**config.mk**
```make
export PLATFORM = sky130hd
export DESIGN_NAME = ois_serializer
export DESIGN_NICKNAME = d
export VERILOG_FILES = /design/src/logic/ois_pkg.sv /design/src/logic/ois_fifo.sv /design/src/logic/ois_serializer.sv
export SDC_FILE = /design/constraint.sdc
export NUM_CORES = 1
export LEC_CHECK = 0
export BUFFER_PORTS_ARGS = -buffer_cell sky130_fd_sc_hd__buf_2
export CORE_ASPECT_RATIO = 0.5
export CORE_MARGIN = 2
export CORE_UTILIZATION = 50
export DETAILED_ROUTE_END_ITERATION = 10
export PLACE_DENSITY = 0.78
export SETUP_SLACK_MARGIN = 0.5
export SLEW_MARGIN = 0
export SYNTH_ARGS = -nofsm -noshare
export SYNTH_HDL_FRONTEND = slang
export SYNTH_SLANG_ARGS = --single-unit
```
**constraint.sdc**
```tcl
create_clock -name ref_clk_i -period 2 [get_ports ref_clk_i]
set_input_delay 0.4 -clock ref_clk_i [delete_from_list [all_inputs] [get_ports ref_clk_i]]
set_output_delay 0.4 -clock ref_clk_i [all_outputs]
set_load 0.05 [all_outputs]
```
**src/logic/ois_pkg.sv**
```systemverilog
`default_nettype none
package ois_pkg;
  localparam int unsigned OIS_IN_W = 8;
  localparam int unsigned OIS_FRAME_W = 16;
  localparam int unsigned OIS_CRC_W = 5;
  localparam int unsigned OIS_SYNC_STAGES = 2;
  // CRC generator x^5 + x^4 + x^2 + 1, top term implied.
  localparam logic [4:0] OIS_CRC_POLY = 5'h15;
  localparam logic [4:0] OIS_CRC_INIT = 5'h00;
  localparam logic OIS_SUPPLY_OK = 1'b1;
  localparam logic OIS_SUPPLY_LOW = 1'b0;
  localparam logic OIS_TEMP_OK = 1'b0;
  localparam logic OIS_TEMP_ALARM = 1'b1;
  localparam logic OIS_FAULT_ACTIVE_N = 1'b0;
  localparam logic OIS_FAULT_IDLE_N = 1'b1;
  // Link pins after synchronisation.
  typedef struct packed {
    logic cs_n;
    logic sclk;
    logic cascade;
  } ois_link_t;
  // Analog monitor results, already as flag levels.
  typedef struct packed {
    logic supply_low;
    logic supply_warn;
    logic over_temp;
  } ois_mon_t;
  typedef enum logic [1:0] {
    OIS_IDLE = 2'b00,
    OIS_SHIFT = 2'b01
  } ois_state_t;
endpackage
`default_nettype wire

```
**src/logic/ois_fifo.sv**
```systemverilog
`timescale 1ns/100ps
`default_nettype none
module ois_fifo #(
  parameter int unsigned WIDTH = 8,
  parameter int unsigned DEPTH = 8
) (
  // Clock and reset.
  input wire logic ref_clk_i,
  input wire logic reset_n_i,
  // Fill side.
  input wire logic in_valid_i,
  output logic in_ready_o,
  input wire logic [WIDTH-1:0] in_data_i,
  // Drain side.
  output logic out_valid_o,
  input wire logic out_ready_i,
  output logic [WIDTH-1:0] out_data_o
);
  localparam int unsigned AW = (DEPTH > 1) ? $clog2(DEPTH) : 1;
  initial begin
    if (DEPTH < 2 || (DEPTH & (DEPTH - 1)) != 0) begin
      $error("ois_fifo depth must be a power of two of at least 2");
    end
  end
  logic [WIDTH-1:0] mem_q [DEPTH];
  logic [AW:0] wr_q;
  logic [AW:0] rd_q;
  logic push;
  logic pop;
  assign in_ready_o = (wr_q[AW] == rd_q[AW]) || (wr_q[AW-1:0] != rd_q[AW-1:0]);
  assign out_valid_o = wr_q != rd_q;
  assign push = in_valid_i && in_ready_o;
  assign pop = out_valid_o && out_ready_i;
  assign out_data_o = mem_q[rd_q[AW-1:0]];
  always_ff @(posedge ref_clk_i) begin
    if (push) begin
      mem_q[wr_q[AW-1:0]] <= in_data_i;
    end
  end
  always_ff @(posedge ref_clk_i) begin
    if (!reset_n_i) begin
      wr_q <= '0;
      rd_q <= '0;
    end else begin
      if (push) begin
        wr_q <= wr_q + 1'b1;
      end
      if (pop) begin
        rd_q <= rd_q + 1'b1;
      end
    end
  end
endmodule
`default_nettype wire

```
**src/logic/ois_serializer.sv**
```systemverilog
`timescale 1ns/100ps
`default_nettype none
module ois_serializer
  import ois_pkg::*;
#(
  parameter int unsigned FIFO_DEPTH = 8
) (
  // Clock and reset.
  input wire logic ref_clk_i,
  input wire logic reset_n_i,
  // Link pins.
  input wire logic cs_n_i,
  input wire logic sclk_i,
  input wire logic serial_in_cascade_i,
  output logic serial_out_o,
  output logic serial_out_oe_o,
  // Configuration and monitors.
  input wire logic frame_length_select_i,
  input wire logic regulator_powered_i,
  input wire logic [OIS_IN_W-1:0] field_input_i,
  input wire logic supply_below_primary_i,
  input wire logic supply_below_secondary_i,
  input wire logic temp_above_alarm_i,
  // Snapshot stream and status.
  output logic snap_valid_o,
  input wire logic snap_ready_i,
  output logic [OIS_IN_W-1:0] snap_data_o,
  output logic fault_n_o,
  output logic busy_o
);
  initial begin
    if (FIFO_DEPTH < 2) begin
      $error("ois_serializer needs a FIFO depth of at least 2");
    end
    if (OIS_FRAME_W != OIS_IN_W + OIS_CRC_W + $bits(ois_mon_t)) begin
      $error("ois_serializer frame must hold the inputs, the CRC and three flags");
    end
    if (OIS_SYNC_STAGES != 2) begin
      $error("ois_serializer synchronisers are built with two stages");
    end
  end

  function automatic logic [4:0] crc_step(input logic [4:0] c, input logic b);
    logic fb;
    fb = c[4] ^ b;
    crc_step = {c[3:0], 1'b0} ^ (fb ? OIS_CRC_POLY : 5'h00);
  endfunction

  function automatic logic [4:0] crc_byte(input logic [OIS_IN_W-1:0] d);
    logic [4:0] c;
    c = OIS_CRC_INIT;
    for (int i = OIS_IN_W - 1; i >= 0; i--) begin
      c = crc_step(c, d[i]);
    end
    crc_byte = c;
  endfunction

  function automatic logic in_frame(input ois_state_t s);
    case (s)
      OIS_SHIFT: in_frame = 1'b1;
      default: in_frame = 1'b0;
    endcase
  endfunction

  // Two-stage synchronisers; only the second stage is read. They reset to the
  // idle pin levels so that no false select or clock edge follows the release.
  localparam int unsigned LINK_W = $bits(ois_link_t);
  localparam ois_link_t LINK_IDLE = '{cs_n: 1'b1, sclk: 1'b0, cascade: 1'b0};
  logic [LINK_W-1:0] pins;
  logic [LINK_W-1:0] synced;
  ois_link_t link;
  logic sclk_prev_q;
  logic cs_prev_q;
  assign pins = {cs_n_i, sclk_i, serial_in_cascade_i};
  for (genvar g = 0; g < LINK_W; g++) begin : g_sync
    logic s1_q;
    logic s2_q;
    always_ff @(posedge ref_clk_i) begin
      if (!reset_n_i) begin
        s1_q <= LINK_IDLE[g];
        s2_q <= LINK_IDLE[g];
      end else begin
        s1_q <= pins[g];
        s2_q <= s1_q;
      end
    end
    assign synced[g] = s2_q;
  end
  assign link = ois_link_t'(synced);

  always_ff @(posedge ref_clk_i) begin
    if (!reset_n_i) begin
      sclk_prev_q <= 1'b0;
      cs_prev_q <= 1'b1;
    end else begin
      sclk_prev_q <= link.sclk;
      cs_prev_q <= link.cs_n;
    end
  end
  logic cs_fall;
  logic sclk_fall;
  assign cs_fall = cs_prev_q && !link.cs_n;
  assign sclk_fall = sclk_prev_q && !link.sclk && !link.cs_n;

  // Monitor flags.
  ois_mon_t mon;
  always_comb begin
    mon.supply_low = (supply_below_primary_i || regulator_powered_i)
                     ? OIS_SUPPLY_LOW : OIS_SUPPLY_OK;
    mon.supply_warn = (supply_below_secondary_i || regulator_powered_i)
                      ? OIS_SUPPLY_LOW : OIS_SUPPLY_OK;
    mon.over_temp = temp_above_alarm_i ? OIS_TEMP_ALARM : OIS_TEMP_OK;
  end

  // Input snapshots pass through a FIFO; when it is full the snapshot is
  // dropped, but the frame itself is never stalled by the consumer.
  logic fifo_in_ready;
  ois_fifo #(
    .WIDTH(OIS_IN_W),
    .DEPTH(FIFO_DEPTH)
  ) u_fifo (
    .ref_clk_i(ref_clk_i),
    .reset_n_i(reset_n_i),
    .in_valid_i(cs_fall),
    .in_ready_o(fifo_in_ready),
    .in_data_i(field_input_i),
    .out_valid_o(snap_valid_o),
    .out_ready_i(snap_ready_i),
    .out_data_o(snap_data_o)
  );

  // Frame shift register; the select edge loads the frame and each falling clock edge shifts in the cascade pin.
  ois_state_t state_q;
  logic [OIS_FRAME_W-1:0] shift_q;
  logic [OIS_FRAME_W-1:0] frame;
  always_comb begin
    if (frame_length_select_i) begin
      frame = {field_input_i, {OIS_IN_W{1'b0}}};
    end else begin
      frame = {field_input_i, crc_byte(field_input_i),
               mon.supply_low, mon.over_temp, mon.supply_warn};
    end
  end

  always_ff @(posedge ref_clk_i) begin
    if (!reset_n_i) begin
      state_q <= OIS_IDLE;
    end else begin
      case (state_q)
        OIS_IDLE: begin
          if (cs_fall) begin
            state_q <= OIS_SHIFT;
          end
        end
        OIS_SHIFT: begin
          if (link.cs_n) begin
            state_q <= OIS_IDLE;
          end
        end
        default: begin
          state_q <= OIS_IDLE;
        end
      endcase
    end
  end

  always_ff @(posedge ref_clk_i) begin
    if (!reset_n_i) begin
      shift_q <= '0;
    end else if (cs_fall) begin
      shift_q <= frame;
    end else if (sclk_fall && in_frame(state_q)) begin
      shift_q <= {shift_q[OIS_FRAME_W-2:0], link.cascade};
    end
  end

  // Drive comes on in the select-fall cycle from the frame itself, so the
  // first bit does not wait for the register load.
  always_comb begin
    serial_out_oe_o = !link.cs_n;
    if (cs_fall) begin
      serial_out_o = frame[OIS_FRAME_W-1];
    end else if (!link.cs_n) begin
      serial_out_o = shift_q[OIS_FRAME_W-1];
    end else begin
      serial_out_o = 1'b0;
    end
  end

  always_ff @(posedge ref_clk_i) begin
    if (!reset_n_i) begin
      fault_n_o <= OIS_FAULT_IDLE_N;
    end else begin
      fault_n_o <= (regulator_powered_i || supply_below_primary_i)
                   ? OIS_FAULT_ACTIVE_N : OIS_FAULT_IDLE_N;
    end
  end

  assign busy_o = in_frame(state_q) && !fifo_in_ready;
endmodule
`default_nettype wire

```
==> flow_metrics.env, run 1 <==
export IMPL_status="finished with violations"
export IMPL_violations="negative setup slack"
export IMPL_holdPathStages=2
export IMPL_postSynthNetCount=310
export IMPL_grt_pass1_vias=2743
export IMPL_n_antenna_cell=0
export IMPL_row_count=23
export IMPL_fp_dieH_um=68.85
export IMPL_finalNonFillerCells=484
export IMPL_slew_headroom_pct=67.25
export IMPL_synth_async_reset_ratio_pct=0
export IMPL_yosysTopAreaCellShare_pct=45.70
export IMPL_synth_flop_cell="edfxtp_1"
export IMPL_yosysWarningCount=0
export IMPL_dp_cells=440
export IMPL_fin_ws_ns=-0.2567
export IMPL_ys_seq_elements=101
export IMPL_gr_total_overflow=0
export IMPL_synth_area_sq_um=4205
export IMPL_worstPathMaxFanout=8
export IMPL_hold_path_class="primary input to flop"
export IMPL_final_common_cell="edfxtp_1"
export IMPL_skew_ns=0.01148
export IMPL_synth_area_per_cell_sq_um=14.55
export IMPL_drv_cap=0
export IMPL_r2r_end="u_fifo.rd_q[1]$_SDFFE_PN0P_"
export IMPL_postSynthCellCount=289
export IMPL_cts_tree="done"
export IMPL_crit_type="flop to output pin"
export IMPL_postPlaceCellArea_sq_um=4785
export IMPL_yosysTopAreaCell="edfxtp_1"
export IMPL_power_mw=4.649
export IMPL_clk_pin_slew_ns=0.07
export IMPL_hpwl_mm=5.461
export IMPL_cp_slowest_cell="mux4_2"
export IMPL_intPower_mw=3.509
export IMPL_holdBufCountCts=0
export IMPL_clock_latency_ns=0.36
export IMPL_pwr_share_comb_pct=15.5
export IMPL_drive_above_1_share_pct=43.28
export IMPL_multi_input_area_sq_um=1719
export IMPL_crit_chain="buf_12 > mux4_2 > mux2_4 > buf_6"
export IMPL_synth_cell_types=43
export IMPL_die_x_um=133.7
export IMPL_switchingPower_mw=1.140
export IMPL_wl_per_cell_um=19.73
export IMPL_drtIter0Drc=249
export IMPL_layout_nets=388
export IMPL_pwr_share_seq_pct=49.1
export IMPL_n_fill_cell=485
export IMPL_crit_arrival_ns=1.86
export IMPL_min_period_ns=2.257
export IMPL_cpPeakStageDelay_ns=0.50
export IMPL_clockBufferDepth=2
export IMPL_clkPwrFrac_pct=35.4
export IMPL_stdcell_area_sq_um=5597
export IMPL_critPathCaptureType="output pin"
export IMPL_cts_buffers=9
export IMPL_vdd_drop_max_mv=0.4601
export IMPL_ant_nets=0
export IMPL_grt_setup_unrepaired="yes"
export IMPL_p_leak_nw=2.053
export IMPL_boundaryPins=32
export IMPL_io_buffers=31
export IMPL_crit_path_end="snap_data_o[1]"
export IMPL_timing_rr_start="u_fifo.wr_q[2]$_SDFFE_PN0P_"
export IMPL_setup_violations_final=9
export IMPL_cts_root_buf="clkbuf_16"
export IMPL_rr_worst_depth=9
export IMPL_worstMarginPinSlew_ns=0.4878
export IMPL_drc=0
export IMPL_synth_edff_count=64
export IMPL_firstDrtPassIters=4
export IMPL_final_cell_mix="edfxtp_1, buf_6, dfxtp_1"
export IMPL_switching_share_pct=24.52
export IMPL_power_density_nw_per_um2=830.6
export IMPL_vias=2752
export IMPL_syn_to_final_growth_pct=33.09
export IMPL_max_freq_ghz=0.4431
export IMPL_cp_data_required_time_ns=1.60
export IMPL_wirelength_mm=9.549
export IMPL_routabilityCongestion=0.8074
export IMPL_maxSlewViolCount=0
export IMPL_seq_area_sq_um=2695
export IMPL_grt_usage_pct=21.82
export IMPL_viasPerCell=5.686
export IMPL_grt_first_pass_wirelength_mm=14.31
export IMPL_core_area_sq_um=8087
export IMPL_htreeDepth=3
export IMPL_grt_max_degree=26
export IMPL_start_util_pct=52.00
export IMPL_dieArea_sq_um=9205
export IMPL_rrSetupSlack_ns=0.05
export IMPL_min_period_over_period_pct=112.8
export IMPL_start_kind="flop"
export IMPL_cts_sinks=101
export IMPL_hold_viol=0
export IMPL_antenna_found_initial=0
export IMPL_synth_sequential_area_ratio_pct=63.31
export IMPL_ys_top_cells_by_area="edfxtp_1, dfxtp_1, mux4_2"
==> synth_stat cells, drive strengths merged, types with 2 or more instances <==
cell type and n:
edfxtp 64, a311oi 9, ha 2, inv 5, clkbuf 3, xor2 8
a21oi 5, a31oi 6, xnor2 3, nand2b 7, buf 10, nand3b 2
mux2i 4, mux2 8, and2 5, nor2 25, or3 2, mux4 16
dfxtp 37, or4 2, xnor3 5, o21ai 14, nand4 2, nor3 4
nand2 29
==> flip-flops by register name (all words and copies together) (netlist names), named ones only <==
signal        cells
u_fifo.mem_q     64
state_q           1
g_sync.s1_q       3
sclk_prev_q       1
shift_q          16
g_sync.s2_q       3
cs_prev_q         1
u_fifo.wr_q       4
fault_n_o         1
u_fifo.rd_q       4
==> power groups by stage <==
stage | clock network (mW) | logic, mW | registers (mW)
final | 1.65 | 0.723 | 2.28
after global routing | 1.74 | 0.759 | 2.28
after CTS | 1.67 | 0.674 | 2.28
after detailed placement | 0 | 0.550 | 2.33
after global placement | 0 | 0.532 | 2.32
after floorplan | 0 | 0.414 | 2.32
==> worst max-delay path: cells and delay by family, from the launching register on <==
family	cells	cell delay, ns
flops	1	0.40
buf+inv	2	0.30
mux	2	0.79
==> worst min-delay path by stage <==
stage                                    startpoint                   endpoint  slack, ns
final                                        cs_n_i  g_sync[2].s1_q$_SDFF_PN1_       0.24
after global placement    g_sync[2].s1_q$_SDFF_PN1_  g_sync[2].s2_q$_SDFF_PN1_       0.39
after detailed placement  g_sync[2].s1_q$_SDFF_PN1_  g_sync[2].s2_q$_SDFF_PN1_       0.40
after floorplan           g_sync[2].s1_q$_SDFF_PN1_  g_sync[2].s2_q$_SDFF_PN1_       0.39
after CTS                                    cs_n_i  g_sync[2].s1_q$_SDFF_PN1_       0.23
after global routing                         cs_n_i  g_sync[2].s1_q$_SDFF_PN1_       0.24
==> metrics by stage <==
step	setup WS, ns	utilization [%]	setup TNS, ns	hold WS (ns)
CTS	-0.2599	67.21	-2.030	0.2278
finish	-0.2567	69.21	-2.011	0.2368
floorplan	0.1720	-	0	0.3863
detailed placement	0.05331	59.17	0	0.3995
global placement	0.1002	59.17	0	0.3908
global route	-0.3024	69.21	-2.493	0.2369
==> layer usage <==
layer	track usage (%)	wire length, um	part of all wire, %	vias to the layer above
li1	-	-	-	1245
met1	25.42	3960	41	1361
met2	37.82	4736	50	116
met3	6.652	566	5.9	30
met4	11.70	286	3.0	0
met5	0	0	0	-
==> final cells by class <==
| cell class | instances | area share (%) |
|---|---|---|
| clock buffer | 13 | 4.471 |
| sequential | 101 | 48.16 |
| multi-input combinational | 169 | 30.72 |
| inverter | 6 | 0.4024 |
| clock inverter | 3 | 0.5142 |
| tap | 112 | 2.504 |
| timing repair buffer | 80 | 13.23 |
==> what timing repair did <==
item                                    4_1_cts  5_1_grt
endpoints found under the setup margin       87      102
buffers inserted                             17        8
cloned                                        1        2
gates resized for setup                      67       21
pin swaps                                    19       22
==> cell families after synthesis <==
logic type,after synthesis,synth area share (%)
AO/OA/AOI/OAI,40,7.112
flip-flops,101,63.31
AND/OR/NAND/NOR,82,9.104
XOR/XNOR,17,6.070
adder cells (fa/ha/maj),2,0.5950
multiplexers,28,11.66
buffers and inverters,19,2.142
Power figures use the tool's default switching activity.
==> inputs of run 2 (changes only) <==
--- a/config.mk
+++ b/config.mk
@@ -15,4 +15,5 @@
 export SLEW_MARGIN = 0
 export SYNTH_ARGS = -nofsm -noshare
 export SYNTH_HDL_FRONTEND = slang
+export SYNTH_HIERARCHICAL = 1
 export SYNTH_SLANG_ARGS = --single-unit
==> constraint.sdc (replaced) <==
create_clock -name ref_clk_i -period 2 [get_ports ref_clk_i]
set_input_delay 0.4 -clock ref_clk_i [delete_from_list [all_inputs] [get_ports ref_clk_i]]
set_output_delay 0.4 -clock ref_clk_i [all_outputs]
set_load 0.01 [all_outputs]
==> flow_metrics.env, run 2 <==
export IMPL_status="finished with violations"
export IMPL_violations="negative setup slack"
export IMPL_synth_area_per_cell_sq_um=15.04
export IMPL_wl_per_cell_um=22.11
export IMPL_cts_sinks=101
export IMPL_drv_cap=0
export IMPL_hpwl_mm=5.921
export IMPL_fp_dieH_um=70.96
export IMPL_core_area_sq_um=8708
export IMPL_start_kind="flop"
export IMPL_hold_path_class="primary input to flop"
export IMPL_grt_usage_pct=21.76
export IMPL_ant_nets=0
export IMPL_clk_pin_slew_ns=0.07
export IMPL_synth_cell_types=54
export IMPL_setup_violations_final=8
export IMPL_worstPathMaxFanout=8
export IMPL_final_common_cell="edfxtp_1"
export IMPL_critPathCaptureType="output pin"
export IMPL_finalNonFillerCells=502
export IMPL_htreeDepth=3
export IMPL_wirelength_mm=11.10
export IMPL_gr_total_overflow=0
export IMPL_ys_top_cells_by_area="edfxtp_1, dfxtp_1, mux4_1"
export IMPL_hold_viol=0
export IMPL_postSynthNetCount=319
export IMPL_power_density_nw_per_um2=868.8
export IMPL_synth_sequential_area_ratio_pct=59.39
export IMPL_skew_ns=0.01093
export IMPL_n_antenna_cell=0
export IMPL_start_util_pct=51.48
export IMPL_syn_to_final_growth_pct=32.74
export IMPL_grt_max_degree=20
export IMPL_p_leak_nw=2.263
export IMPL_holdBufCountCts=0
export IMPL_row_count=24
export IMPL_tns_ns=-1.759
export IMPL_dieArea_sq_um=9785
export IMPL_crit_arrival_ns=1.84
export IMPL_yosysTopAreaCell="edfxtp_1"
export IMPL_clock_latency_ns=0.35
export IMPL_largest_reg_flops=64
export IMPL_ys_seq_elements=101
export IMPL_cp_data_required_time_ns=1.60
export IMPL_antenna_found_initial=0
export IMPL_grt_first_pass_wirelength_mm=15.41
export IMPL_drtIter0Drc=259
export IMPL_viasPerCell=5.837
export IMPL_drive_above_1_share_pct=46.23
export IMPL_final_cell_mix="edfxtp_1, buf_6, dfxtp_1, buf_4, nand2_1"
export IMPL_synth_area_sq_um=4483
export IMPL_maxSlewViolCount=0
export IMPL_slew_headroom_pct=67.24
export IMPL_postSynthCellCount=298
export IMPL_dp_cells=454
export IMPL_boundaryPins=32
export IMPL_post_route_util_pct=68.33
export IMPL_max_freq_ghz=0.4469
export IMPL_synth_most_common_cell="edfxtp_1"
export IMPL_clockBufferDepth=2
export IMPL_die_x_um=137.9
export IMPL_min_period_over_period_pct=111.9
export IMPL_cts_tree="done"
export IMPL_firstDrtPassIters=5
export IMPL_cts_root_buf="clkbuf_16"
export IMPL_fin_ws_ns=-0.2375
export IMPL_synthTopCellsByCount="edfxtp_1, dfxtp_1, nand2_1"
export IMPL_synth_async_reset_ratio_pct=0
export IMPL_vias=2930
export IMPL_grt_setup_unrepaired="yes"
export IMPL_layout_nets=401
export IMPL_vdd_drop_max_mv=0.4752
export IMPL_min_period_ns=2.237
export IMPL_n_fill_cell=544
export IMPL_io_buffers=31
export IMPL_cts_buffers=9
export IMPL_worstMarginPinSlew_ns=0.4897
export IMPL_grt_pass1_vias=2823
export IMPL_routabilityCongestion=0.8915
export IMPL_synth_flop_cell="edfxtp_1"
export IMPL_drc=0
export IMPL_yosysWarningCount=6
export IMPL_crit_type="flop to output pin"
export IMPL_synth_edff_count=64
export IMPL_pre_cts_ws_ns=0.08747
export IMPL_yosysTopAreaCellShare_pct=42.87
==> run 2: layer usage <==
layer  track usage, %  vias to the layer above  part of all wire, %
li1                 -                     1302                    -
met2            34.98                      123                   49
met1            28.87                     1477                   42
met3            5.735                       28                  5.7
met5                0                        -                    0
met4            8.050                        0                  2.7
==> run 2: final cells by class <==
type / count / area (sq um) / share of cell area, %
inverter: 5 / 21.27 / 0.3574
sequential: 101 / 2701 / 45.40
clock buffer: 9 / 225.2 / 3.785
tap: 117 / 146.4 / 2.460
clock inverter: 7 / 80.08 / 1.346
multi-input combinational: 176 / 1961 / 32.95
timing repair buffer: 87 / 815.8 / 13.71
==> run 2: path summary, 6_finish.rpt <==
path	from	endpoint	slack (ns)	cells after the start
worst min-delay path	cs_n_i	g_sync[2].s1_q$_SDFF_PN1_	0.23	2
worst min register to register	g_sync[2].s1_q$_SDFF_PN1_	g_sync[2].s2_q$_SDFF_PN1_	0.41	1
worst max-delay path	flop	snap_data_o[7]	-0.24	4
worst max register to register	cs_prev_q$_SDFF_PN1_	u_fifo/mem_q[2][3]$_DFFE_PP_	0.28	6
==> run 2: what timing repair did <==
action | 4_1_cts | 5_1_grt
pin swaps | 16 | 16
setup endpoints to repair | 76 | 100
buffers inserted | 19 | 11
gates resized for setup | 67 | 35
gates cloned | 1 | 1
==> run 2: power breakdown <==
group | internal, mW | switching (mW)
sequential | 2.26 | 0.0551
clock | 0.988 | 0.803
combinational | 0.583 | 0.478
total | 3.83 | 1.34
==> run 2: stage by stage <==
stage / power, mW / instance area [sq um] / hold WS, ns
3_3_place_gp: 3.065 / 4956 / 0.3926
3_5_place_dp: 3.093 / 4956 / 0.3924
4_1_cts: 5.059 / 5664 / 0.2287
6_report: 5.170 / 5951 / 0.2329
5_1_grt: 5.312 / 5951 / 0.2384
2_1_floorplan: 2.884 / 4562 / 0.3863
==> run 2: worst max-delay path, cell delays in order, from the launching register on <==
cell and delay [ns]:
dfxtp_4 0.40, buf_12 0.15, mux4_2 0.51, mux2_4 0.29, buf_6 0.12
==> run 2: cell families (layout without fill, tap and decap cells) <==
logic type | after synthesis | count (layout) | share of synthesized area (%)
AOI/OAI and AO/OA | 34 | 34 | 6.615
adders and majority gates | 2 | 2 | 0.5581
and+or+nand+nor | 74 | 74 | 9.378
DFF | 101 | 101 | 59.39
xor gates and xnor gates | 21 | 21 | 5.219
muxes | 45 | 45 | 15.91
buffers and inverters | 21 | 108 | 2.930
